<file path="src/tbiu_pkg.sv">
package tbiu_pkg;
    // ----------------------------------------------------------------
    // Register map (byte addresses, one aligned word each)
    // ----------------------------------------------------------------
    localparam logic [7:0] TBIU_ADDR_PRESCALE = 8'h00;
    localparam logic [7:0] TBIU_ADDR_TB0_CTRL = 8'h04;
    localparam logic [7:0] TBIU_ADDR_TB1_CTRL = 8'h08;
    localparam logic [7:0] TBIU_ADDR_IRQ_FLAG = 8'h0c;
    localparam logic [7:0] TBIU_ADDR_IRQ_EN   = 8'h10;
    localparam logic [7:0] TBIU_ADDR_CORE     = 8'h14;
    localparam logic [7:0] TBIU_ADDR_STATUS   = 8'h18;
    localparam logic [7:0] TBIU_ADDR_MASK     = 8'h1c;

    // ----------------------------------------------------------------
    // Field positions
    // ----------------------------------------------------------------
    localparam int TBIU_RUN_BIT      = 7;
    localparam int TBIU_FLAG_TB0     = 0;
    localparam int TBIU_FLAG_TB1     = 1;
    localparam int TBIU_FLAG_LV      = 2;
    localparam int TBIU_CORE_GIE     = 0;
    localparam int TBIU_CORE_SERVICE = 1;
    localparam int TBIU_CORE_RET_IRQ = 2;
    localparam int TBIU_CORE_RET     = 3;
    localparam int TBIU_CORE_SLEEP   = 4;
    localparam int TBIU_CORE_STKFULL = 5;

    // ----------------------------------------------------------------
    // Reset values and encodings
    // ----------------------------------------------------------------
    localparam logic [1:0] TBIU_SRC_SYS    = 2'h0;
    localparam logic [1:0] TBIU_SRC_SYS4   = 2'h1;
    localparam logic [7:0] TBIU_CTRL_RESET = 8'h00;
    localparam logic [2:0] TBIU_FLAG_RESET = 3'h0;
    localparam int         TBIU_PERIOD_MIN_LOG2 = 8;
    localparam int         TBIU_CNT_W      = 15;
    localparam logic [1:0] TBIU_DIV4_LAST  = 2'h3;
    localparam logic [1:0] TBIU_RESP_OKAY  = 2'h0;
    localparam logic [1:0] TBIU_RESP_SLVERR = 2'h2;
endpackage

</file>
<file path="src/tbiu_top.sv">
// Design decisions made here: the AXI4-Lite slave port and the register addresses.
`timescale 1ns/1ns
// Functional notes
// - Overflow of each time base sets its own request flag.
// - Vector called only with global enable, source enable, stack not full.
// - Servicing a time base clears its flag and the global enable.
// - Prescaler source: 00 system clock, 01 system/4, 1x sub clock.
// - Bit 7 of each control register runs its time base; resets 0.
// - Time base zero period is 2^(8+code) prescaler clocks.
// - Time base one period is 2^(8+code) prescaler clocks.
// - Unimplemented control and select bits read as zero.
// - Low supply sets low-voltage flag; its vector needs both enables, stack free.
// - Servicing low voltage clears its flag and the global enable.
// - Any request flag rising wakes sleep regardless of enables.
// - Flags stay set until serviced or cleared by software.
// - Taking an interrupt pushes only the program counter.
// - Return-from-interrupt sets global enable; plain return leaves it unchanged.
module tbiu_top
    import tbiu_pkg::*;
(
    input  wire logic        clk,
    input  wire logic        resetn,
    input  wire logic        sub_clock,
    input  wire logic        low_voltage_in,
    input  wire logic [7:0]  s_axi_awaddr,
    input  wire logic        s_axi_awvalid,
    output logic             s_axi_awready,
    input  wire logic [31:0] s_axi_wdata,
    input  wire logic [3:0]  s_axi_wstrb,
    input  wire logic        s_axi_wvalid,
    output logic             s_axi_wready,
    output logic [1:0]       s_axi_bresp,
    output logic             s_axi_bvalid,
    input  wire logic        s_axi_bready,
    input  wire logic [7:0]  s_axi_araddr,
    input  wire logic        s_axi_arvalid,
    output logic             s_axi_arready,
    output logic [31:0]      s_axi_rdata,
    output logic [1:0]       s_axi_rresp,
    output logic             s_axi_rvalid,
    input  wire logic        s_axi_rready,
    output logic             irq,
    output logic             wake_pulse,
    output logic             vector_call,
    output logic [1:0]       vector_id,
    output logic             pc_push
);

    // ----------------------------------------------------------------
    // Helpers
    // ----------------------------------------------------------------
    // Terminal count test for a 2^(8+sel) period
    function automatic logic tbiu_period_hit(input logic [TBIU_CNT_W-1:0] cnt,
                                             input logic [2:0]            sel);
        logic [TBIU_CNT_W-1:0] lim;
        lim = TBIU_CNT_W'((32'h1 << (TBIU_PERIOD_MIN_LOG2 + int'(sel))) - 32'h1);
        tbiu_period_hit = (cnt & lim) == lim;
    endfunction

    // Writable register decode, shared by write response and read response
    function automatic logic tbiu_map_hit(input logic [7:0] a);
        tbiu_map_hit = (a == TBIU_ADDR_PRESCALE) | (a == TBIU_ADDR_TB0_CTRL) |
                       (a == TBIU_ADDR_TB1_CTRL) | (a == TBIU_ADDR_IRQ_FLAG) |
                       (a == TBIU_ADDR_IRQ_EN)   | (a == TBIU_ADDR_CORE) |
                       (a == TBIU_ADDR_MASK);
    endfunction

    typedef enum logic [2:0] {
        TBIU_ST_IDLE  = 3'b001,
        TBIU_ST_WRESP = 3'b010,
        TBIU_ST_RRESP = 3'b100
    } tbiu_state_t;

    // ----------------------------------------------------------------
    // Input synchronisers
    // ----------------------------------------------------------------
    logic [1:0] sub_sync_r;
    logic [1:0] lv_sync_r;
    logic       sub_prev_r;
    logic       lv_prev_r;

    always_ff @(posedge clk) begin
        if (!resetn) begin
            sub_sync_r <= 2'h0;
            lv_sync_r  <= 2'h0;
            sub_prev_r <= 1'b0;
            lv_prev_r  <= 1'b0;
        end else begin
            sub_sync_r <= {sub_sync_r[0], sub_clock};
            lv_sync_r  <= {lv_sync_r[0], low_voltage_in};
            sub_prev_r <= sub_sync_r[1];
            lv_prev_r  <= lv_sync_r[1];
        end
    end

    wire sub_tick = sub_sync_r[1] & ~sub_prev_r;
    wire lv_event = lv_sync_r[1] & ~lv_prev_r;

    // ----------------------------------------------------------------
    // Registers
    // ----------------------------------------------------------------
    logic [1:0]            prescale_src_sel_r;
    logic                  tick0_run_r;
    logic                  tick1_run_r;
    logic [2:0]            tick0_period_sel_r;
    logic [2:0]            tick1_period_sel_r;
    logic [2:0]            req_flag_r;
    logic [2:0]            irq_en_r;
    logic                  global_irq_enable_r;
    logic                  sleep_r;
    logic                  stack_full_r;
    logic [2:0]            status_r;
    logic [2:0]            mask_r;
    logic [1:0]            div4_r;
    logic [TBIU_CNT_W-1:0] cnt0_r;
    logic [TBIU_CNT_W-1:0] cnt1_r;
    tbiu_state_t           state_r;

    // ----------------------------------------------------------------
    // Prescaler clock enable
    // ----------------------------------------------------------------
    wire prescaler_clock = (prescale_src_sel_r == TBIU_SRC_SYS)  ? 1'b1 :
                           (prescale_src_sel_r == TBIU_SRC_SYS4) ? (div4_r == TBIU_DIV4_LAST) :
                           sub_tick;

    always_ff @(posedge clk) begin
        if (!resetn) div4_r <= 2'h0;
        else         div4_r <= div4_r + 2'h1;
    end

    // ----------------------------------------------------------------
    // Time base counters
    // ----------------------------------------------------------------
    wire tb0_ovf = tick0_run_r & prescaler_clock &
                   tbiu_period_hit(cnt0_r, tick0_period_sel_r);
    wire tb1_ovf = tick1_run_r & prescaler_clock &
                   tbiu_period_hit(cnt1_r, tick1_period_sel_r);

    // Counters hold while stopped; a period change takes effect at once, on the masked running count
    always_ff @(posedge clk) begin
        if (!resetn) begin
            cnt0_r <= '0;
            cnt1_r <= '0;
        end else begin
            if (tick0_run_r && prescaler_clock) cnt0_r <= cnt0_r + 1'b1;
            if (tick1_run_r && prescaler_clock) cnt1_r <= cnt1_r + 1'b1;
        end
    end

    // ----------------------------------------------------------------
    // AXI4-Lite decode
    // ----------------------------------------------------------------
    wire        is_idle  = (state_r == TBIU_ST_IDLE);
    wire        do_write = is_idle & s_axi_awvalid & s_axi_wvalid;
    wire        do_read  = is_idle & ~do_write & s_axi_arvalid;
    wire        wr_lane0 = do_write & s_axi_wstrb[0];
    wire [7:0]  wbyte    = s_axi_wdata[7:0];
    wire [7:0]  wa       = s_axi_awaddr;
    wire [7:0]  ra       = s_axi_araddr;
    wire        w_psc    = wr_lane0 & (wa == TBIU_ADDR_PRESCALE);
    wire        w_tb0    = wr_lane0 & (wa == TBIU_ADDR_TB0_CTRL);
    wire        w_tb1    = wr_lane0 & (wa == TBIU_ADDR_TB1_CTRL);
    wire        w_flag   = wr_lane0 & (wa == TBIU_ADDR_IRQ_FLAG);
    wire        w_en     = wr_lane0 & (wa == TBIU_ADDR_IRQ_EN);
    wire        w_core   = wr_lane0 & (wa == TBIU_ADDR_CORE);
    wire        w_mask   = wr_lane0 & (wa == TBIU_ADDR_MASK);
    wire        w_hit    = tbiu_map_hit(wa);
    wire        r_status = do_read & (ra == TBIU_ADDR_STATUS);

    // ----------------------------------------------------------------
    // Interrupt arbitration and core sequencing
    // ----------------------------------------------------------------
    wire [2:0] raw_set  = {lv_event, tb1_ovf, tb0_ovf};
    wire [2:0] pending  = req_flag_r & irq_en_r;
    wire       can_take = global_irq_enable_r & ~stack_full_r & (|pending);
    wire       take_req = w_core & wbyte[TBIU_CORE_SERVICE] & can_take;
    // Fixed priority: time base 0, time base 1, low voltage
    wire [1:0] take_id  = pending[TBIU_FLAG_TB0] ? 2'h0 :
                          pending[TBIU_FLAG_TB1] ? 2'h1 : 2'h2;
    wire [2:0] take_clr = take_req ? (3'h1 << take_id) : 3'h0;
    wire [2:0] sw_clr   = w_flag ? ~wbyte[2:0] : 3'h0;
    wire [2:0] sw_set   = w_flag ? wbyte[2:0] : 3'h0;
    // Hardware set beats any clear arriving in the same cycle
    wire [2:0] flag_nxt = (req_flag_r & ~sw_clr & ~take_clr) | sw_set | raw_set;
    wire [2:0] rise     = flag_nxt & ~req_flag_r;
    wire [2:0] st_clr   = r_status ? status_r : 3'h0;

    always_ff @(posedge clk) begin
        if (!resetn) begin
            req_flag_r <= TBIU_FLAG_RESET;
            status_r   <= TBIU_FLAG_RESET;
            irq        <= 1'b0;
        end else begin
            req_flag_r <= flag_nxt;
            status_r   <= (status_r & ~st_clr) | raw_set;
            irq        <= |(((status_r & ~st_clr) | raw_set) & mask_r);
        end
    end

    // A pre-set flag cannot rise again, so it no longer wakes the core
    always_ff @(posedge clk) begin
        if (!resetn) begin
            wake_pulse <= 1'b0;
            sleep_r    <= 1'b0;
        end else begin
            wake_pulse <= sleep_r & (|rise);
            if (sleep_r && (|rise))                         sleep_r <= 1'b0;
            else if (w_core && wbyte[TBIU_CORE_SLEEP])      sleep_r <= 1'b1;
        end
    end

    always_ff @(posedge clk) begin
        if (!resetn) begin
            global_irq_enable_r <= 1'b0;
            vector_call         <= 1'b0;
            vector_id           <= 2'h0;
            pc_push             <= 1'b0;
        end else begin
            vector_call <= take_req;
            pc_push     <= take_req;
            if (take_req) vector_id <= take_id;
            if (take_req)                                  global_irq_enable_r <= 1'b0;
            else if (w_core && wbyte[TBIU_CORE_RET_IRQ])   global_irq_enable_r <= 1'b1;
            else if (w_core && !wbyte[TBIU_CORE_RET])
                global_irq_enable_r <= wbyte[TBIU_CORE_GIE];
        end
    end

    // ----------------------------------------------------------------
    // Register writes
    // ----------------------------------------------------------------
    always_ff @(posedge clk) begin
        if (!resetn) begin
            prescale_src_sel_r <= TBIU_SRC_SYS;
            tick0_run_r        <= TBIU_CTRL_RESET[TBIU_RUN_BIT];
            tick1_run_r        <= TBIU_CTRL_RESET[TBIU_RUN_BIT];
            tick0_period_sel_r <= TBIU_CTRL_RESET[2:0];
            tick1_period_sel_r <= TBIU_CTRL_RESET[2:0];
            irq_en_r           <= TBIU_FLAG_RESET;
            mask_r             <= TBIU_FLAG_RESET;
            stack_full_r       <= 1'b0;
        end else begin
            if (w_psc) prescale_src_sel_r <= wbyte[1:0];
            if (w_tb0) begin
                tick0_run_r        <= wbyte[TBIU_RUN_BIT];
                tick0_period_sel_r <= wbyte[2:0];
            end
            if (w_tb1) begin
                tick1_run_r        <= wbyte[TBIU_RUN_BIT];
                tick1_period_sel_r <= wbyte[2:0];
            end
            if (w_en)   irq_en_r     <= wbyte[2:0];
            if (w_mask) mask_r       <= wbyte[2:0];
            if (w_core) stack_full_r <= wbyte[TBIU_CORE_STKFULL];
        end
    end

    // ----------------------------------------------------------------
    // Read mux
    // ----------------------------------------------------------------
    wire [7:0] core_rd = {2'h0, stack_full_r, sleep_r, 3'h0, global_irq_enable_r};
    wire       r_hit   = tbiu_map_hit(ra) | (ra == TBIU_ADDR_STATUS);
    wire [7:0] rd_byte =
        (ra == TBIU_ADDR_PRESCALE) ? {6'h00, prescale_src_sel_r} :
        (ra == TBIU_ADDR_TB0_CTRL) ? {tick0_run_r, 4'h0, tick0_period_sel_r} :
        (ra == TBIU_ADDR_TB1_CTRL) ? {tick1_run_r, 4'h0, tick1_period_sel_r} :
        (ra == TBIU_ADDR_IRQ_FLAG) ? {5'h00, req_flag_r} :
        (ra == TBIU_ADDR_IRQ_EN)   ? {5'h00, irq_en_r} :
        (ra == TBIU_ADDR_CORE)     ? core_rd :
        (ra == TBIU_ADDR_STATUS)   ? {5'h00, status_r} :
        (ra == TBIU_ADDR_MASK)     ? {5'h00, mask_r} : 8'h00;

    // ----------------------------------------------------------------
    // AXI4-Lite handshake
    // ----------------------------------------------------------------
    always_ff @(posedge clk) begin
        if (!resetn) begin
            state_r       <= TBIU_ST_IDLE;
            s_axi_awready <= 1'b0;
            s_axi_wready  <= 1'b0;
            s_axi_arready <= 1'b0;
            s_axi_bvalid  <= 1'b0;
            s_axi_bresp   <= TBIU_RESP_OKAY;
            s_axi_rvalid  <= 1'b0;
            s_axi_rdata   <= 32'h0000_0000;
            s_axi_rresp   <= TBIU_RESP_OKAY;
        end else begin
            s_axi_awready <= 1'b0;
            s_axi_wready  <= 1'b0;
            s_axi_arready <= 1'b0;
            case (state_r)
                TBIU_ST_IDLE: begin
                    if (do_write) begin
                        s_axi_awready <= 1'b1;
                        s_axi_wready  <= 1'b1;
                        s_axi_bvalid  <= 1'b1;
                        s_axi_bresp   <= w_hit ? TBIU_RESP_OKAY : TBIU_RESP_SLVERR;
                        state_r       <= TBIU_ST_WRESP;
                    end else if (do_read) begin
                        s_axi_arready <= 1'b1;
                        s_axi_rvalid  <= 1'b1;
                        s_axi_rdata   <= {24'h000000, rd_byte};
                        s_axi_rresp   <= r_hit ? TBIU_RESP_OKAY : TBIU_RESP_SLVERR;
                        state_r       <= TBIU_ST_RRESP;
                    end
                end
                TBIU_ST_WRESP: begin
                    if (s_axi_bready) begin
                        s_axi_bvalid <= 1'b0;
                        state_r      <= TBIU_ST_IDLE;
                    end
                end
                TBIU_ST_RRESP: begin
                    if (s_axi_rready) begin
                        s_axi_rvalid <= 1'b0;
                        state_r      <= TBIU_ST_IDLE;
                    end
                end
                default: begin
                    state_r <= TBIU_ST_IDLE;
                end
            endcase
        end
    end

endmodule // tbiu_top

</file>
<file path="config.mk">
export PLATFORM = sky130hd
export DESIGN_NAME = tbiu_top
export DESIGN_NICKNAME = d
export VERILOG_FILES = /design/src/tbiu_pkg.sv /design/src/tbiu_top.sv
export SDC_FILE = /design/constraint.sdc
export NUM_CORES = 1
export LEC_CHECK = 0
export CAP_MARGIN = 20
export CORE_MARGIN = 10
export CORE_UTILIZATION = 25
export DETAILED_ROUTE_END_ITERATION = 12
export DONT_BUFFER_PORTS = 1
export SYNTH_ARGS = -nofsm -noshare
export SYNTH_HDL_FRONTEND = slang
export SYNTH_SLANG_ARGS = --single-unit
</file>
<file path="constraint.sdc">
create_clock -name clk -period 2.6 [get_ports clk]
set_input_delay 0.13 -clock clk [delete_from_list [all_inputs] [get_ports clk]]
set_output_delay 0.13 -clock clk [all_outputs]
set_load 0.1 [all_outputs]
</file>
# == Word-level counts from Yosys, hierarchy flattened ==
# Index checks and enable logic that the tools add are counted.
# totals
ff_bits,87
inputBits,61
output_inout_bits,47
elab_cells,185
# classes
add_sub_neg,7
eq_ne,26
shift,3
mux,34
bitwise_logic,59
reduce_logical,25
# op_table
operator,n
== test 8 x 5 -> 1 bit (second input constant),7
== test 8 x 4 -> 1 bit (second input constant),4
adder 15 x 1 -> 15 bit (second input constant),2
bitwise AND 15 bit,2
== test 15 bit,2
two-way mux 3 bit,10
<< shifter 1 x 5 -> 15 bit (first input constant),2
subtractor 15 x 1 -> 15 bit (second input constant),2
bitwise AND 1 bit,24
two-way mux 8 bit,3
bitwise AND 3 bit,6
two-way mux 6 bit,3
== test 8 x 3 -> 1 bit (second input constant),2
zero test 8 bit,2
inverter 3 bit,5
OR 1 bit,13
OR reduction 3 bit,4
two-way mux 1 bit,11
adder 4 x 3 -> 5 bit (first input constant),2
OR 3 bit,3
one-hot mux 3 bit (3 select lines),1
AND reduction 3 bit,3
two-way mux 2 bit,4
logical AND 1 bit,6
18 further kinds,31

# == Longest topological paths before layout ==
# Gate-level depths: netlist (run 1).
# depth
depth_word,16
depth_mapped,10
depth_no_buf,9

# == Worst setup path before layout (run 1) ==
# No wires, ideal clock.
# synth_timing
kind,register to register
startpoint,register state_r[0]
endpoint,register wake_pulse
setup_time_ns,0.122
arrival_ns,2.034
required_time_ns,2.478
setup_slack_ns,0.444
path_stages_with_launch,8
n_path_buf,1
period_less_slack_ns,2.156
cell_sequence,dfxtp_1 -> or3b_1 -> buf_6 -> or4_4 -> nor2_4 -> a31o_1 -> a21oi_1 -> o311a_1
# synth_via
elab_chain_len,15
elab_cells_between_ends,20
classes_between,eq/ne: 1; mux: 3; bitwise: 15; reduce/logical: 1
# synth_lines
item,line,source
start: declaration,tbiu_top.sv:117,tbiu_state_t state_r;
start signal: assignment,tbiu_top.sv:278,state_r <= TBIU_ST_IDLE;
start signal: assignment,tbiu_top.sv:298,state_r <= TBIU_ST_WRESP;
start signal: assignment,tbiu_top.sv:304,state_r <= TBIU_ST_RRESP;
== test 3 x 1 -> 1 bit *,tbiu_top.sv:153,wire is_idle = (state_r == TBIU_ST_IDLE);
bitwise AND 1 bit * (2 in a row),tbiu_top.sv:154,wire do_write = is_idle & s_axi_awvalid & s_axi_wvalid;
bitwise AND 1 bit *,tbiu_top.sv:156,wire wr_lane0 = do_write & s_axi_wstrb[0];
bitwise AND 1 bit,tbiu_top.sv:165,wire w_core = wr_lane0 & (wa == TBIU_ADDR_CORE);
bitwise AND 1 bit (2 in a row),tbiu_top.sv:176,wire take_req = w_core & wbyte[TBIU_CORE_SERVICE] & can_take;
two-way mux 3 bit,tbiu_top.sv:180,wire [2:0] take_clr = take_req ? (3'h1 << take_id) : 3'h0;
inverter 3 bit,tbiu_top.sv:184,wire [2:0] flag_nxt = (req_flag_r & ~sw_clr & ~take_clr) | sw_set | raw_set;
bitwise AND 3 bit,tbiu_top.sv:184,
OR 3 bit * (2 in a row),tbiu_top.sv:184,
bitwise AND 3 bit *,tbiu_top.sv:185,wire [2:0] rise = flag_nxt & ~req_flag_r;
OR reduction 3 bit *,tbiu_top.sv:206,wake_pulse <= sleep_r & (|rise);
bitwise AND 1 bit *,tbiu_top.sv:206,
end signal: assignment,tbiu_top.sv:206,
end: declaration,tbiu_top.sv:43,"output logic wake_pulse,"
# Every way passes the cells marked *; elsewhere a longest branch is shown, timed or not.
# A chain may end at the register's enable or synchronous reset.

# == Final worst setup path (run 1) ==
# layout_timing
startpoint,register state_r[0]
endpoint,register global_irq_enable_r
# layout_via
elab_chain_len,8
elab_cells_between_ends,12
classes_between,eq/ne: 1; mux: 1; bitwise: 6; reduce/logical: 4
# layout_lines
item,line,source
== test 3 x 1 -> 1 bit *,tbiu_top.sv:153,
bitwise AND 1 bit * (2 in a row),tbiu_top.sv:154,
bitwise AND 1 bit *,tbiu_top.sv:156,
bitwise AND 1 bit *,tbiu_top.sv:165,
bitwise AND 1 bit (2 in a row),tbiu_top.sv:176,
OR reduction 2 bit (no source line),--,
end signal: assignment,tbiu_top.sv:225,global_irq_enable_r <= wbyte[TBIU_CORE_GIE];
end: declaration,tbiu_top.sv:109,logic global_irq_enable_r;
# Marked as above.

==> results of run 1 <==
-- layer usage --
layer  global-route usage  wire [um]  vias up  share of wire
met5                    0          0        -              0
met4               0.0430        206        0          0.020
met3               0.0283        644       12          0.063
met2                0.158       4990       86           0.49
met1                0.111       4400     1519           0.43
li1                     -          -     1588              -
-- synth_stat cells, types with 9 or more instances --
library cell  count
dfxtp_1          83
nor2_1           70
nand2_1          36
buf_4            30
a21oi_1          23
xor2_1           17
mux2i_1          16
clkbuf_1         15
o21ai_0          14
nand3_1          12
and2_1           10
xnor2_1          10
and3_1            9
nor3_1            9
-- layout make-up --
cell class                 count  area (um^2)
clock buffer                  10          229
clock inverter                 5          103
fill                        1670        11100
inverter                       8         30.0
multi-input combinational    348         2140
sequential                    83         1660
tap                          216          270
timing repair buffer          30          263
-- power groups by stage --
stage / registers (uW) / clock network [uW] / logic (uW)
after floorplan: 1390 / 0 / 295
after global placement: 1350 / 0 / 316
after detailed placement: 1350 / 0 / 319
after CTS: 1320 / 1470 / 346
after global routing: 1320 / 1530 / 366
final: 1320 / 1440 / 349
-- logic make-up after synthesis --
logic type | after synthesis | share of synthesized area
buf+inv | 55 | 0.0812
compound gates | 73 | 0.115
mux | 24 | 0.0706
simple gates | 192 | 0.248
fa+ha+maj | 4 | 0.0124
flops | 83 | 0.413
other cells | 1 | 0.000932
xor+xnor | 27 | 0.0588
-- stage by stage --
step / hold WS, ns / worst slack [ns] / power (uW) / utilization
final: 0.00301 / 0.143 / 3110 / 0.297
after floorplan: 0.257 / 0.444 / 1680 / -
after global routing: 0.0350 / 0.00670 / 3220 / 0.297
after detailed placement: 0.210 / 0.202 / 1670 / 0.266
after CTS: 0.000407 / 0.0298 / 3140 / 0.297
after global placement: 0.198 / 0.253 / 1660 / 0.266
-- flip-flops by register name, indices dropped and copies added, names as in the netlist, 3 cells and up --
register,flops
cnt0_r,15
cnt1_r,15
irq_en_r,3
mask_r,3
req_flag_r,3
s_axi_rdata,6
state_r,3
status_r,3
tick0_period_sel_r,3
tick1_period_sel_r,3
-- worst min-delay path by stage --
stage                                       end            start  depth (start not counted)  slack, ns
floorplan                  lv_prev_r$_SDFF_PN0_           resetn                          1       0.26
global placement        state_r[0]$_SDFFE_PN1P_           resetn                          1       0.20
detailed placement      state_r[0]$_SDFFE_PN1P_           resetn                          1       0.21
CTS                 s_axi_bresp[1]$_SDFFE_PN0P_  s_axi_awaddr[1]                          2     0.0004
global route        s_axi_bresp[1]$_SDFFE_PN0P_  s_axi_awaddr[1]                          2       0.03
finish              s_axi_bresp[1]$_SDFFE_PN0P_  s_axi_awaddr[1]                          2      0.003
-- what timing repair did --
| item | 4_1_cts | 5_1_grt |
|---|---|---|
| hold buffers | 15 | 0 |
| gates resized for setup | 0 | 2 |
| setup buffers | 0 | 0 |
| hold endpoints to repair | 36 | 0 |
| endpoints found under the setup margin | 0 | 2 |
==> impl_metrics.sql, run 1 <==
INSERT INTO impl_metrics (metric_group, metric, value, unit) VALUES
('outcome', 'status', 'finished, final reports clean', ''),
('power_and_ir_drop', 'static-leakage-power', '0.00176', 'uW'),
('power_and_ir_drop', 'comb_power_share', '0.112', ''),
('placed_design', 'port_buffers', '0', ''),
('run', 'cap_violations', '0', ''),
('worst_setup_path', 'crit_cells', '5', ''),
('cts', 'cts-buffers-inserted', '9', ''),
('power_and_ir_drop', 'power.ir.vdd_worst', '0.330', 'mV'),
('cells_and_area', 'leading_cell_type_in_the_layout_fill_and_taps_excluded', 'dfxtp_1', ''),
('sta', 'finalCriticalPeriod', '2.46', 'ns'),
('floorplanning', 'dieArea', '0.0216', 'mm^2'),
('sta', 'clock_skew', '0.00817', 'ns'),
('cells_and_area', 'fraction_of_final_layout_cells_with_drive_strength_greater_than_1', '0.112', ''),
('power_and_ir_drop', 'power.switching', '831', 'uW'),
('cells_and_area', 'layout.nets', '545', ''),
('cts', 'total_number_of_h_tree_levels', '3', ''),
('cts', 'max-clock-path-buffers', '2', ''),
('synthesis', 'synth_flop_cell', 'dfxtp_1', ''),
('worst_setup_path', 'slowest_stage', 'or4_4', ''),
('placed_design', 'place.gp.congestion', '0.825', ''),
('worst_setup_path', 'timing.critical_path.fanout_max', '9', ''),
('sta', 'slew_headroom', '0.332', ''),
('worst_setup_path', 'worst-setup-path-type', 'reg2reg', ''),
('floorplanning', 'core_region_area', '0.0158', 'mm^2'),
('global_routing', 'maximum_number_of_pins_on_one_net_before_global_route_repair', '42', ''),
('synthesis', 'post_synth_instance_area', '0.00402', 'mm^2'),
('synthesis', 'syn_avg_cell_area', '8.76', 'um^2'),
('sta', 'max_freq', '0.407', 'GHz'),
('global_routing', 'gr-total-overflow', '0', ''),
('power_and_ir_drop', 'p_int', '2280', 'uW'),
('synthesis', 'synthDominantCellAreaShare', '0.413', ''),
('cells_and_area', 'final_area', '0.00470', 'mm^2'),
('global_routing', 'number_of_antenna_violations_at_the_first_check_in_global_routing', '0', ''),
('route', 'route.antenna.remaining_nets', '0', ''),
('floorplanning', 'chipHeight', '147', 'um'),
('global_routing', 'global_route.usage.total', '0.0950', ''),
('sta', 'min_period_over_period', '0.945', ''),
('worst_setup_path', 'critical_path_s_largest_stage_delay', '0.61', 'ns'),
('route', 'dr_total_vias', '3205', ''),
('worst_setup_path', 'r2r-end', 'global_irq_enable_r$_SDFFE_PP0P_', ''),
('sta', 'unrepaired_setup_endpoints_after_global_routing', 'no', ''),
('worst_setup_path', 'setup.reg_to_reg.worst_slack', '0.14', 'ns'),
('route', 'dr.first_iter.drc_count', '186', ''),
('worst_setup_path', 'crit_reg_reg_startpoint', 'state_r[0]$_SDFFE_PN1P_', ''),
('worst_setup_path', 'worst-path-buf-inv', '1', ''),
('worst_setup_path', 'r2r.worst_path.cells', '5', ''),
('cells_and_area', 'finish.cell_count_without_fillers', '700', ''),
('worst_setup_path', 'critical_path_launch_point', 'state_r[0]$_SDFFE_PN1P_', ''),
('cells_and_area', 'layout.cells.most_common_list', 'dfxtp_1 (81), nor2_1 (70), nand2_1 (36)', ''),
('floorplanning', 'start_util', '0.254', ''),
('global_routing', 'via_count_of_the_first_global_routing_pass', '3149', ''),
('placed_design', 'placed_cells', '670', ''),
('placed_design', 'place_hpwl', '7640', 'um'),
('sta', 'tns', '0', 'ns'),
('cts', 'cts_tree', 'built', ''),
('floorplanning', 'pin_count', '108', ''),
('worst_hold_path', 'worst_hold_path_type', 'in2reg', ''),
('sta', 'finalHoldViolations', '0', ''),
('synthesis', 'ys_seq_elements', '83', ''),
('sta', 'transition_time_of_the_tightest_slew_check_pin', '1.00', 'ns'),
('synthesis', 'edff_count_synth', '0', ''),
('synthesis', 'synth_cell_type_count', '61', ''),
('cells_and_area', 'area_delta_synth_final', '16.9', '%'),
('route', 'drcViolationCount', '0', ''),
('placed_design', 'postPlaceCellArea', '0.00421', 'mm^2'),
('sta', 'setup_viol_count_final', '0', ''),
('route', 'routed_wire_length_per_instance', '14.6', 'um'),
('worst_setup_path', 'timing.critical_path.cells', 'or3b_4 > or4_4 > o31ai_1 > a211oi_1 > dlygate4sd3_1', ''),
('cts', 'cts.reportedPaths.clkPinSlew', '0.06', 'ns'),
('synthesis', 'netlist.top_cell.by_area', 'dfxtp_1', ''),
('floorplanning', 'chip_width', '147', 'um');
Note: power is estimated with default switching activity, not from simulation.
==> inputs of run 2 (changes only) <==
--- a/config.mk
+++ b/config.mk
@@ -10,6 +10,7 @@
 export CORE_UTILIZATION = 25
 export DETAILED_ROUTE_END_ITERATION = 12
 export DONT_BUFFER_PORTS = 1
+export RECOVER_POWER = 50
 export SYNTH_ARGS = -nofsm -noshare
 export SYNTH_HDL_FRONTEND = slang
 export SYNTH_SLANG_ARGS = --single-unit
==> constraint.sdc (replaced) <==
create_clock -name clk -period 2.3 [get_ports clk]
set_input_delay 0.115 -clock clk [delete_from_list [all_inputs] [get_ports clk]]
set_output_delay 0.115 -clock clk [all_outputs]
set_load 0.1 [all_outputs]
==> impl_metrics.sql, run 2 (same netlist as run 1, synthesis figures left out) <==
INSERT INTO impl_metrics (metric_group, metric, value, unit) VALUES
('route', 'dr_total_vias', '3267', ''),
('floorplanning', 'placement_rows', '46', ''),
('sta', 'setup_viol_count_final', '0', ''),
('floorplanning', 'start_util', '0.254', ''),
('route', 'dr.first_iter.drc_count', '123', ''),
('power_and_ir_drop', 'clock_power_share', '0.427', ''),
('worst_setup_path', 'critical_path_launch_point', 'state_r[1]$_SDFFE_PN0P_', ''),
('sta', 'finalWorstSetupSlack', '0.121', 'ns'),
('route', 'drtPass1Iterations', '4', ''),
('sta', 'min_period_over_period', '0.947', ''),
('sta', 'fin_hold_ws', '0.0192', 'ns'),
('cts', 'cts-buffers-inserted', '9', ''),
('worst_setup_path', 'timing.critical_path.cells', 'or3b_1 > or4_4 > nor2_4 > a31o_1 > a21oi_1 > o311a_1', ''),
('cells_and_area', 'area_delta_synth_final', '17.1', '%'),
('floorplanning', 'dieArea', '0.0216', 'mm^2'),
('sta', 'max_slew_violation_count', '0', ''),
('route', 'detail_route.vias_per_cell', '4.58', ''),
('power_and_ir_drop', 'power.ir.vdd_worst', '0.308', 'mV'),
('sta', 'clock_skew', '0.00444', 'ns'),
('worst_setup_path', 'slowest_stage', 'or4_4', ''),
('cells_and_area', 'largest_registers', 'cnt0_r (15), cnt1_r (15), s_axi_rdata (6)', ''),
('floorplanning', 'chipHeight', '147', 'um'),
('worst_setup_path', 'critical_path_s_largest_stage_delay', '0.61', 'ns'),
('worst_setup_path', 'setup.worst_path.start_class', 'flip-flop', ''),
('global_routing', 'maximum_number_of_pins_on_one_net_before_global_route_repair', '25', ''),
('cts', 'clock_sinks', '83', ''),
('route', 'routed_wire_length_per_instance', '14.2', 'um'),
('worst_hold_path', 'worst_hold_path_type', 'in2reg', ''),
('cells_and_area', 'layout.cells.most_common_list', 'dfxtp_1 (80), nor2_1 (70), nand2_1 (36)', ''),
('global_routing', 'grt_first_pass_wirelength', '16600', 'um'),
('route', 'wirelength', '10100', 'um'),
('cts', 'total_number_of_h_tree_levels', '3', ''),
('cells_and_area', 'layout.nets', '558', ''),
('power_and_ir_drop', 'sw_frac_of_total', '0.282', ''),
('sta', 'transition_time_of_the_tightest_slew_check_pin', '1.24', 'ns'),
('floorplanning', 'pin_count', '108', ''),
('cells_and_area', 'final_area', '0.00471', 'mm^2'),
('power_and_ir_drop', 'p_int', '2370', 'uW'),
('cts', 'cts.reportedPaths.clkPinSlew', '0.06', 'ns'),
('cells_and_area', 'antenna_cells', '0', ''),
('power_and_ir_drop', 'comb_power_share', '0.121', ''),
('cts', 'clk_tree_root_cell', 'clkbuf_16', ''),
('run', 'cap_violations', '0', ''),
('worst_hold_path', 'hold_start', 's_axi_wdata[2]', ''),
('worst_setup_path', 'critPathRequiredTime', '2.53', 'ns'),
('placed_design', 'place.gp.congestion', '0.847', ''),
('sta', 'max_freq', '0.459', 'GHz'),
('worst_setup_path', 'worst-setup-path-type', 'reg2reg', ''),
('worst_hold_path', 'min_delay_path_depth', '2', ''),
('worst_setup_path', 'r2r.worst_path.cells', '6', ''),
('cts', 'cts_tree', 'built', ''),
('power_and_ir_drop', 'powerDensity', '700', 'mW/mm^2'),
('placed_design', 'postPlaceCellArea', '0.00429', 'mm^2'),
('cts', 'clkLatencyLatePin', '0.34', 'ns'),
('worst_setup_path', 'endpoint_kind', 'flip-flop', ''),
('cells_and_area', 'leading_cell_type_in_the_layout_fill_and_taps_excluded', 'dfxtp_1', ''),
('cts', 'max-clock-path-buffers', '2', ''),
('floorplanning', 'core_region_area', '0.0158', 'mm^2'),
('placed_design', 'place_hpwl', '7740', 'um'),
('worst_setup_path', 'timing.critical_path.fanout_max', '5', ''),
('placed_design', 'place_ws', '0.0726', 'ns'),
('worst_setup_path', 'critPathTopFamily', 'simple AND/OR/NAND/NOR gates', ''),
('global_routing', 'gr-total-overflow', '0', ''),
('cells_and_area', 'fraction_of_final_layout_cells_with_drive_strength_greater_than_1', '0.104', ''),
('placed_design', 'port_buffers', '0', ''),
('route', 'route.antenna.remaining_nets', '0', ''),
('worst_setup_path', 'setup.reg_to_reg.worst_slack', '0.12', 'ns'),
('power_and_ir_drop', 'totalPowerFinal', '3300', 'uW'),
('sta', 'finalCriticalPeriod', '2.18', 'ns'),
('cells_and_area', 'layout.core_utilization', '0.298', ''),
('outcome', 'status', 'finished, final reports clean', ''),
('global_routing', 'via_count_of_the_first_global_routing_pass', '3211', ''),
('route', 'drcViolationCount', '0', ''),
('worst_setup_path', 'worst-path-buf-inv', '0', ''),
('power_and_ir_drop', 'power_frac_seq', '0.452', ''),
('power_and_ir_drop', 'power.switching', '930', 'uW'),
('worst_setup_path', 'crit_reg_reg_startpoint', 'state_r[1]$_SDFFE_PN0P_', ''),
('floorplanning', 'chip_width', '147', 'um'),
('sta', 'slew_headroom', '0.175', ''),
('worst_setup_path', 'arrival', '2.41', 'ns'),
('global_routing', 'global_route.usage.total', '0.0958', ''),
('global_routing', 'number_of_antenna_violations_at_the_first_check_in_global_routing', '0', ''),
('sta', 'finalHoldViolations', '0', ''),
('power_and_ir_drop', 'static-leakage-power', '0.00174', 'uW'),
('worst_setup_path', 'r2r-end', 'wake_pulse$_SDFF_PN0_', ''),
('worst_hold_path', 'hold_end', 'req_flag_r[2]$_SDFF_PN0_', '');
-- run 2: cell count changes in the layout (fill, tap and decap cells not counted), moves of 2 or more --
cell	delta
and2_0	+3
buf_4	-3
and2_1	-3
clkbuf_1	+17
bufinv_16	-2
-- run 2: worst max path at each step --
stage / depth (start not counted) / slack, ns / end
finish: 6 / 0.12 / wake_pulse$_SDFF_PN0_
global route: 9 / -0.02 / irq$_SDFF_PN0_
detailed placement: 9 / 0.07 / irq$_SDFF_PN0_
CTS: 9 / 0.04 / irq$_SDFF_PN0_
floorplan: 7 / 0.14 / wake_pulse$_SDFF_PN0_
global placement: 6 / 0.16 / wake_pulse$_SDFF_PN0_
-- run 2: what timing repair did --
item / in CTS / in global routing
resized for setup: 0 / 5
hold buffers: 16 / 0
endpoints found under the hold margin: 36 / 0
setup endpoints to repair: 0 / 5
buffers inserted: 0 / 2
-- run 2: final cells by class --
type                       instances  area (um^2)
inverter                           8         30.0
fill                            1668        11100
clock inverter                     4         51.3
multi-input combinational        348         2150
sequential                        83         1670
timing repair buffer              43          307
tap                              216          270
clock buffer                      12          236
-- run 2: power groups by stage --
| stage | sequential [uW] | combinational [uW] | clock (uW) |
|---|---|---|---|
| floorplan | 1570 | 334 | 0 |
| global placement | 1520 | 371 | 0 |
| detailed placement | 1520 | 373 | 0 |
| CTS | 1490 | 405 | 1440 |
| global route | 1490 | 421 | 1500 |
| finish | 1490 | 399 | 1410 |
-- run 2: worst register-to-register path, cell delays in order (launching register included) --
cell,delay (ns)
dfxtp_1,0.31
or3b_1,0.43
or4_4,0.61
nor2_4,0.15
a31o_1,0.18
a21oi_1,0.09
o311a_1,0.29
-- run 2: per-layer routing --
metal	share of wire	GRT usage
met1	0.44	0.109
met2	0.48	0.160
met3	0.051	0.0292
met4	0.027	0.0475
met5	0	0
-- run 2: per-stage QoR --
stage                     setup TNS, ns  instances
after CTS                             0        712
after detailed placement              0        680
final                                 0        714
after global routing            -0.0155        714
after global placement                0        680
after floorplan                       0        486
==> inputs of run 3 (changes only) <==
--- a/config.mk
+++ b/config.mk
@@ -5,6 +5,7 @@
 export SDC_FILE = /design/constraint.sdc
 export NUM_CORES = 1
 export LEC_CHECK = 0
+export ABC_AREA = 1
 export CAP_MARGIN = 20
 export CORE_MARGIN = 10
 export CORE_UTILIZATION = 25
==> impl_metrics.sql, run 3 <==
INSERT INTO impl_metrics (metric_group, metric, value, unit) VALUES
('placed_design', 'port_buffers', '0', ''),
('cts', 'clk_tree_root_cell', 'clkbuf_16', ''),
('placed_design', 'place.gp.congestion', '0.809', ''),
('global_routing', 'maximum_number_of_pins_on_one_net_before_global_route_repair', '49', ''),
('cts', 'cts.reportedPaths.clkPinSlew', '0.06', 'ns'),
('synthesis', 'synthDominantCellAreaShare', '0.394', ''),
('cells_and_area', 'fraction_of_final_layout_cells_with_drive_strength_greater_than_1', '0.0467', ''),
('power_and_ir_drop', 'comb_power_share', '0.133', ''),
('synthesis', 'post_synthesis_simple_gate_area_fraction', '0.287', ''),
('cts', 'clkLatencyLatePin', '0.34', 'ns'),
('synthesis', 'synthMuxAreaShare', '0', ''),
('placed_design', 'postPlaceCellArea', '0.00446', 'mm^2'),
('synthesis', 'edff_count_synth', '0', ''),
('floorplanning', 'chip_width', '150', 'um'),
('route', 'drtPass1Iterations', '4', ''),
('placed_design', 'place_hpwl', '8210', 'um'),
('worst_setup_path', 'critPathRequiredTime', '2.53', 'ns'),
('sta', 'setup_viol_count_final', '0', ''),
('outcome', 'status', 'finished, final reports clean', ''),
('worst_setup_path', 'worst-setup-path-type', 'reg2reg', ''),
('synthesis', 'synth_area_leaders', 'dfxtp_1 (39%), nand2_1 (9.6%), inv_1 (8.3%), a21oi_1 (6.3%), nor2_1 (5.5%)', ''),
('cells_and_area', 'layout.cells.most_common_list', 'nand2_1 (109), inv_1 (94), dfxtp_1 (82)', ''),
('sta', 'finalCriticalPeriod', '1.98', 'ns'),
('worst_setup_path', 'endpoint_kind', 'flip-flop', ''),
('cells_and_area', 'antenna_cells', '0', ''),
('synthesis', 'netlist.top_cell.by_area', 'dfxtp_1', ''),
('global_routing', 'grt_first_pass_wirelength', '17600', 'um'),
('worst_setup_path', 'critPathTopFamily', 'simple AND/OR/NAND/NOR gates', ''),
('floorplanning', 'start_util', '0.255', ''),
('route', 'route.antenna.remaining_nets', '0', ''),
('floorplanning', 'pin_count', '108', ''),
('worst_setup_path', 'setup.worst_path.start_class', 'flip-flop', ''),
('global_routing', 'gr-total-overflow', '0', ''),
('sta', 'max_freq', '0.505', 'GHz'),
('cells_and_area', 'area_delta_synth_final', '15.5', '%'),
('cts', 'cts_tree', 'built', ''),
('route', 'wirelength', '10700', 'um'),
('sta', 'slew_headroom', '0.135', ''),
('route', 'detail_route.vias_per_cell', '4.32', ''),
('worst_setup_path', 'worst-path-buf-inv', '3', ''),
('power_and_ir_drop', 'clock_power_share', '0.460', ''),
('cts', 'clock_sinks', '83', ''),
('synthesis', 'post_synth_instance_area', '0.00421', 'mm^2'),
('power_and_ir_drop', 'power.switching', '1030', 'uW'),
('route', 'dr.first_iter.drc_count', '217', ''),
('cells_and_area', 'largest_registers', 'cnt0_r (15), cnt1_r (15), s_axi_rdata (6)', ''),
('worst_setup_path', 'slowest_stage', 'dfxtp_1', ''),
('cells_and_area', 'filler_cell_count', '1815', ''),
('sta', 'min_period_over_period', '0.861', ''),
('floorplanning', 'dieArea', '0.0224', 'mm^2'),
('floorplanning', 'placement_rows', '47', ''),
('floorplanning', 'chipHeight', '150', 'um'),
('run', 'cap_violations', '0', ''),
('synthesis', 'synth_flop_cell', 'dfxtp_1', ''),
('sta', 'transition_time_of_the_tightest_slew_check_pin', '1.30', 'ns'),
('power_and_ir_drop', 'power.ir.vdd_worst', '0.374', 'mV'),
('cts', 'total_number_of_h_tree_levels', '3', ''),
('power_and_ir_drop', 'p_int', '2630', 'uW'),
('worst_setup_path', 'critical_path_s_largest_stage_delay', '0.31', 'ns'),
('synthesis', 'async_sr_flop_fraction', '0', ''),
('cts', 'cts-buffers-inserted', '9', ''),
('synthesis', 'synth.yosys.warnings', '0', ''),
('global_routing', 'via_count_of_the_first_global_routing_pass', '3531', ''),
('cells_and_area', 'leading_cell_type_in_the_layout_fill_and_taps_excluded', 'nand2_1', ''),
('route', 'drcViolationCount', '0', ''),
('worst_setup_path', 'timing.critical_path.cells', 'inv_1 > nand3_1 > nor2_8 > nand2_4 > nor2_1 > inv_2 > or2_1 > nand2_1 > o21ai_1 > o21ai_1 > inv_1', ''),
('synthesis', 'syn_avg_cell_area', '6.93', 'um^2'),
('floorplanning', 'core_region_area', '0.0165', 'mm^2'),
('power_and_ir_drop', 'static-leakage-power', '0.00198', 'uW'),
('synthesis', 'post-synth-top-count-cell', 'nand2_1', ''),
('synthesis', 'synth-compound-area-share', '0.154', ''),
('synthesis', 'synth_cell_type_count', '44', ''),
('route', 'routed_wire_length_per_instance', '12.4', 'um'),
('cells_and_area', 'multi_input_area', '0.00201', 'mm^2'),
('route', 'dr_total_vias', '3728', ''),
('sta', 'clock_skew', '0.00672', 'ns'),
('worst_hold_path', 'worst_hold_path_type', 'in2reg', ''),
('global_routing', 'global_route.usage.total', '0.0962', ''),
('worst_setup_path', 'timing.critical_path.fanout_max', '7', ''),
('synthesis', 'proportion_of_synthesized_chip_area_in_sequential_cells', '0.394', ''),
('synthesis', 'synth_fa_ha_area_frac', '0.0119', ''),
('power_and_ir_drop', 'power_frac_seq', '0.407', ''),
('cells_and_area', 'final_area', '0.00487', 'mm^2'),
('sta', 'max_slew_violation_count', '0', ''),
('power_and_ir_drop', 'sw_frac_of_total', '0.282', ''),
('sta', 'tns', '0', 'ns'),
('synthesis', 'synth_top_cells_by_count', 'nand2_1 (108), inv_1 (93), dfxtp_1 (83)', ''),
('cells_and_area', 'area_occupied_by_registers', '0.00166', 'mm^2'),
('power_and_ir_drop', 'powerDensity', '752', 'mW/mm^2'),
('cts', 'cts_setup_buffers', '0', ''),
('synthesis', 'synth_top_family_by_area', 'simple AND/OR/NAND/NOR gates', ''),
('cts', 'max-clock-path-buffers', '2', ''),
('sta', 'unrepaired_setup_endpoints_after_global_routing', 'no', ''),
('synthesis', 'synth-xor-area-share', '0.00416', ''),
('worst_setup_path', 'setup.reg_to_reg.worst_slack', '0.32', 'ns'),
('synthesis', 'synthCells', '608', ''),
('worst_setup_path', 'arrival', '2.21', 'ns'),
('sta', 'finalHoldViolations', '0', ''),
('synthesis', 'ys_seq_elements', '83', ''),
('cells_and_area', 'layout.nets', '702', ''),
('global_routing', 'number_of_antenna_violations_at_the_first_check_in_global_routing', '0', '');
[run 3: changes by cell type in the layout (fill, tap and decap cells not counted), sizes merged, moves of 16 or more]
cell / before / now
inv: 8 / 96
nand2: 36 / 110
a21oi: 23 / 53
nand3: 12 / 41
o21ai: 18 / 42
mux2i: 16 / 0
[run 3: through the flow]
| stage | worst slack, ns | std cells | total power, uW | util | hold slack [ns] |
|---|---|---|---|---|---|
| after floorplan | 0.583 | 635 | 1970 | - | 0.213 |
| after global placement | 0.319 | 833 | 1990 | 0.270 | 0.214 |
| after detailed placement | 0.317 | 833 | 1990 | 0.270 | 0.218 |
| after CTS | 0.304 | 862 | 3710 | 0.300 | 0.0139 |
| after global routing | 0.0686 | 862 | 3780 | 0.294 | 0.0473 |
| final | 0.319 | 862 | 3660 | 0.294 | 0.0271 |
[run 3: logic make-up (layout without fill, tap and decap cells)]
logic type      after synthesis  after routing
simple gates                265            265
flops                        83             83
xor+xnor                      2              2
other cells                   1             28
buf+inv                     136            143
fa+ha+maj                     4              4
compound gates              117            117
[run 3: path summary, 6_finish.rpt]
path | startpoint | endpoint | cells after the start
setup / recovery | state_r[2]$_SDFFE_PN0P_ | global_irq_enable_r$_SDFFE_PP0P_ | 11
hold / removal | resetn | vector_id[0]$_SDFFE_PN0P_ | 4
setup reg to reg | state_r[2]$_SDFFE_PN0P_ | global_irq_enable_r$_SDFFE_PP0P_ | 11
hold reg to reg | sub_sync_r[0]$_SDFF_PN0_ | sub_sync_r[1]$_SDFF_PN0_ | 2
[run 3: power groups by stage]
stage | clock network, uW | logic [uW] | registers [uW]
after global routing | 1770 | 517 | 1490
after detailed placement | 0 | 465 | 1520
final | 1680 | 488 | 1490
after floorplan | 0 | 367 | 1610
after CTS | 1710 | 505 | 1490
after global placement | 0 | 464 | 1520
[run 3: final cells by class]
type	instances	area share
multi-input cells	416	0.412
flip-flops and latches	83	0.342
clock buffers	10	0.0491
well taps	220	0.0566
repair buffers	30	0.0422
inverters	97	0.0748
clock inverters	6	0.0231
[run 3: timing repair]
action | in CTS | in global routing
hold buffers | 13 | 0
resized for setup | 0 | 0
endpoints found under the hold margin | 54 | 0
[run 3: per-layer routing]
layer / wire, um / part of all wire / vias to the layer above / global-route usage
li1: - / - / 1996 / -
met1: 4850 / 0.45 / 1653 / 0.119
met2: 5060 / 0.47 / 70 / 0.157
met3: 622 / 0.058 / 9 / 0.0226
met4: 157 / 0.015 / 0 / 0.0394
met5: 0 / 0 / - / 0
[run 3: worst min-delay path: cells and delay by family]
kind                   cells  cell delay [ns]
AND/OR/NAND/NOR            3             0.14
buffers and inverters      1             0.06
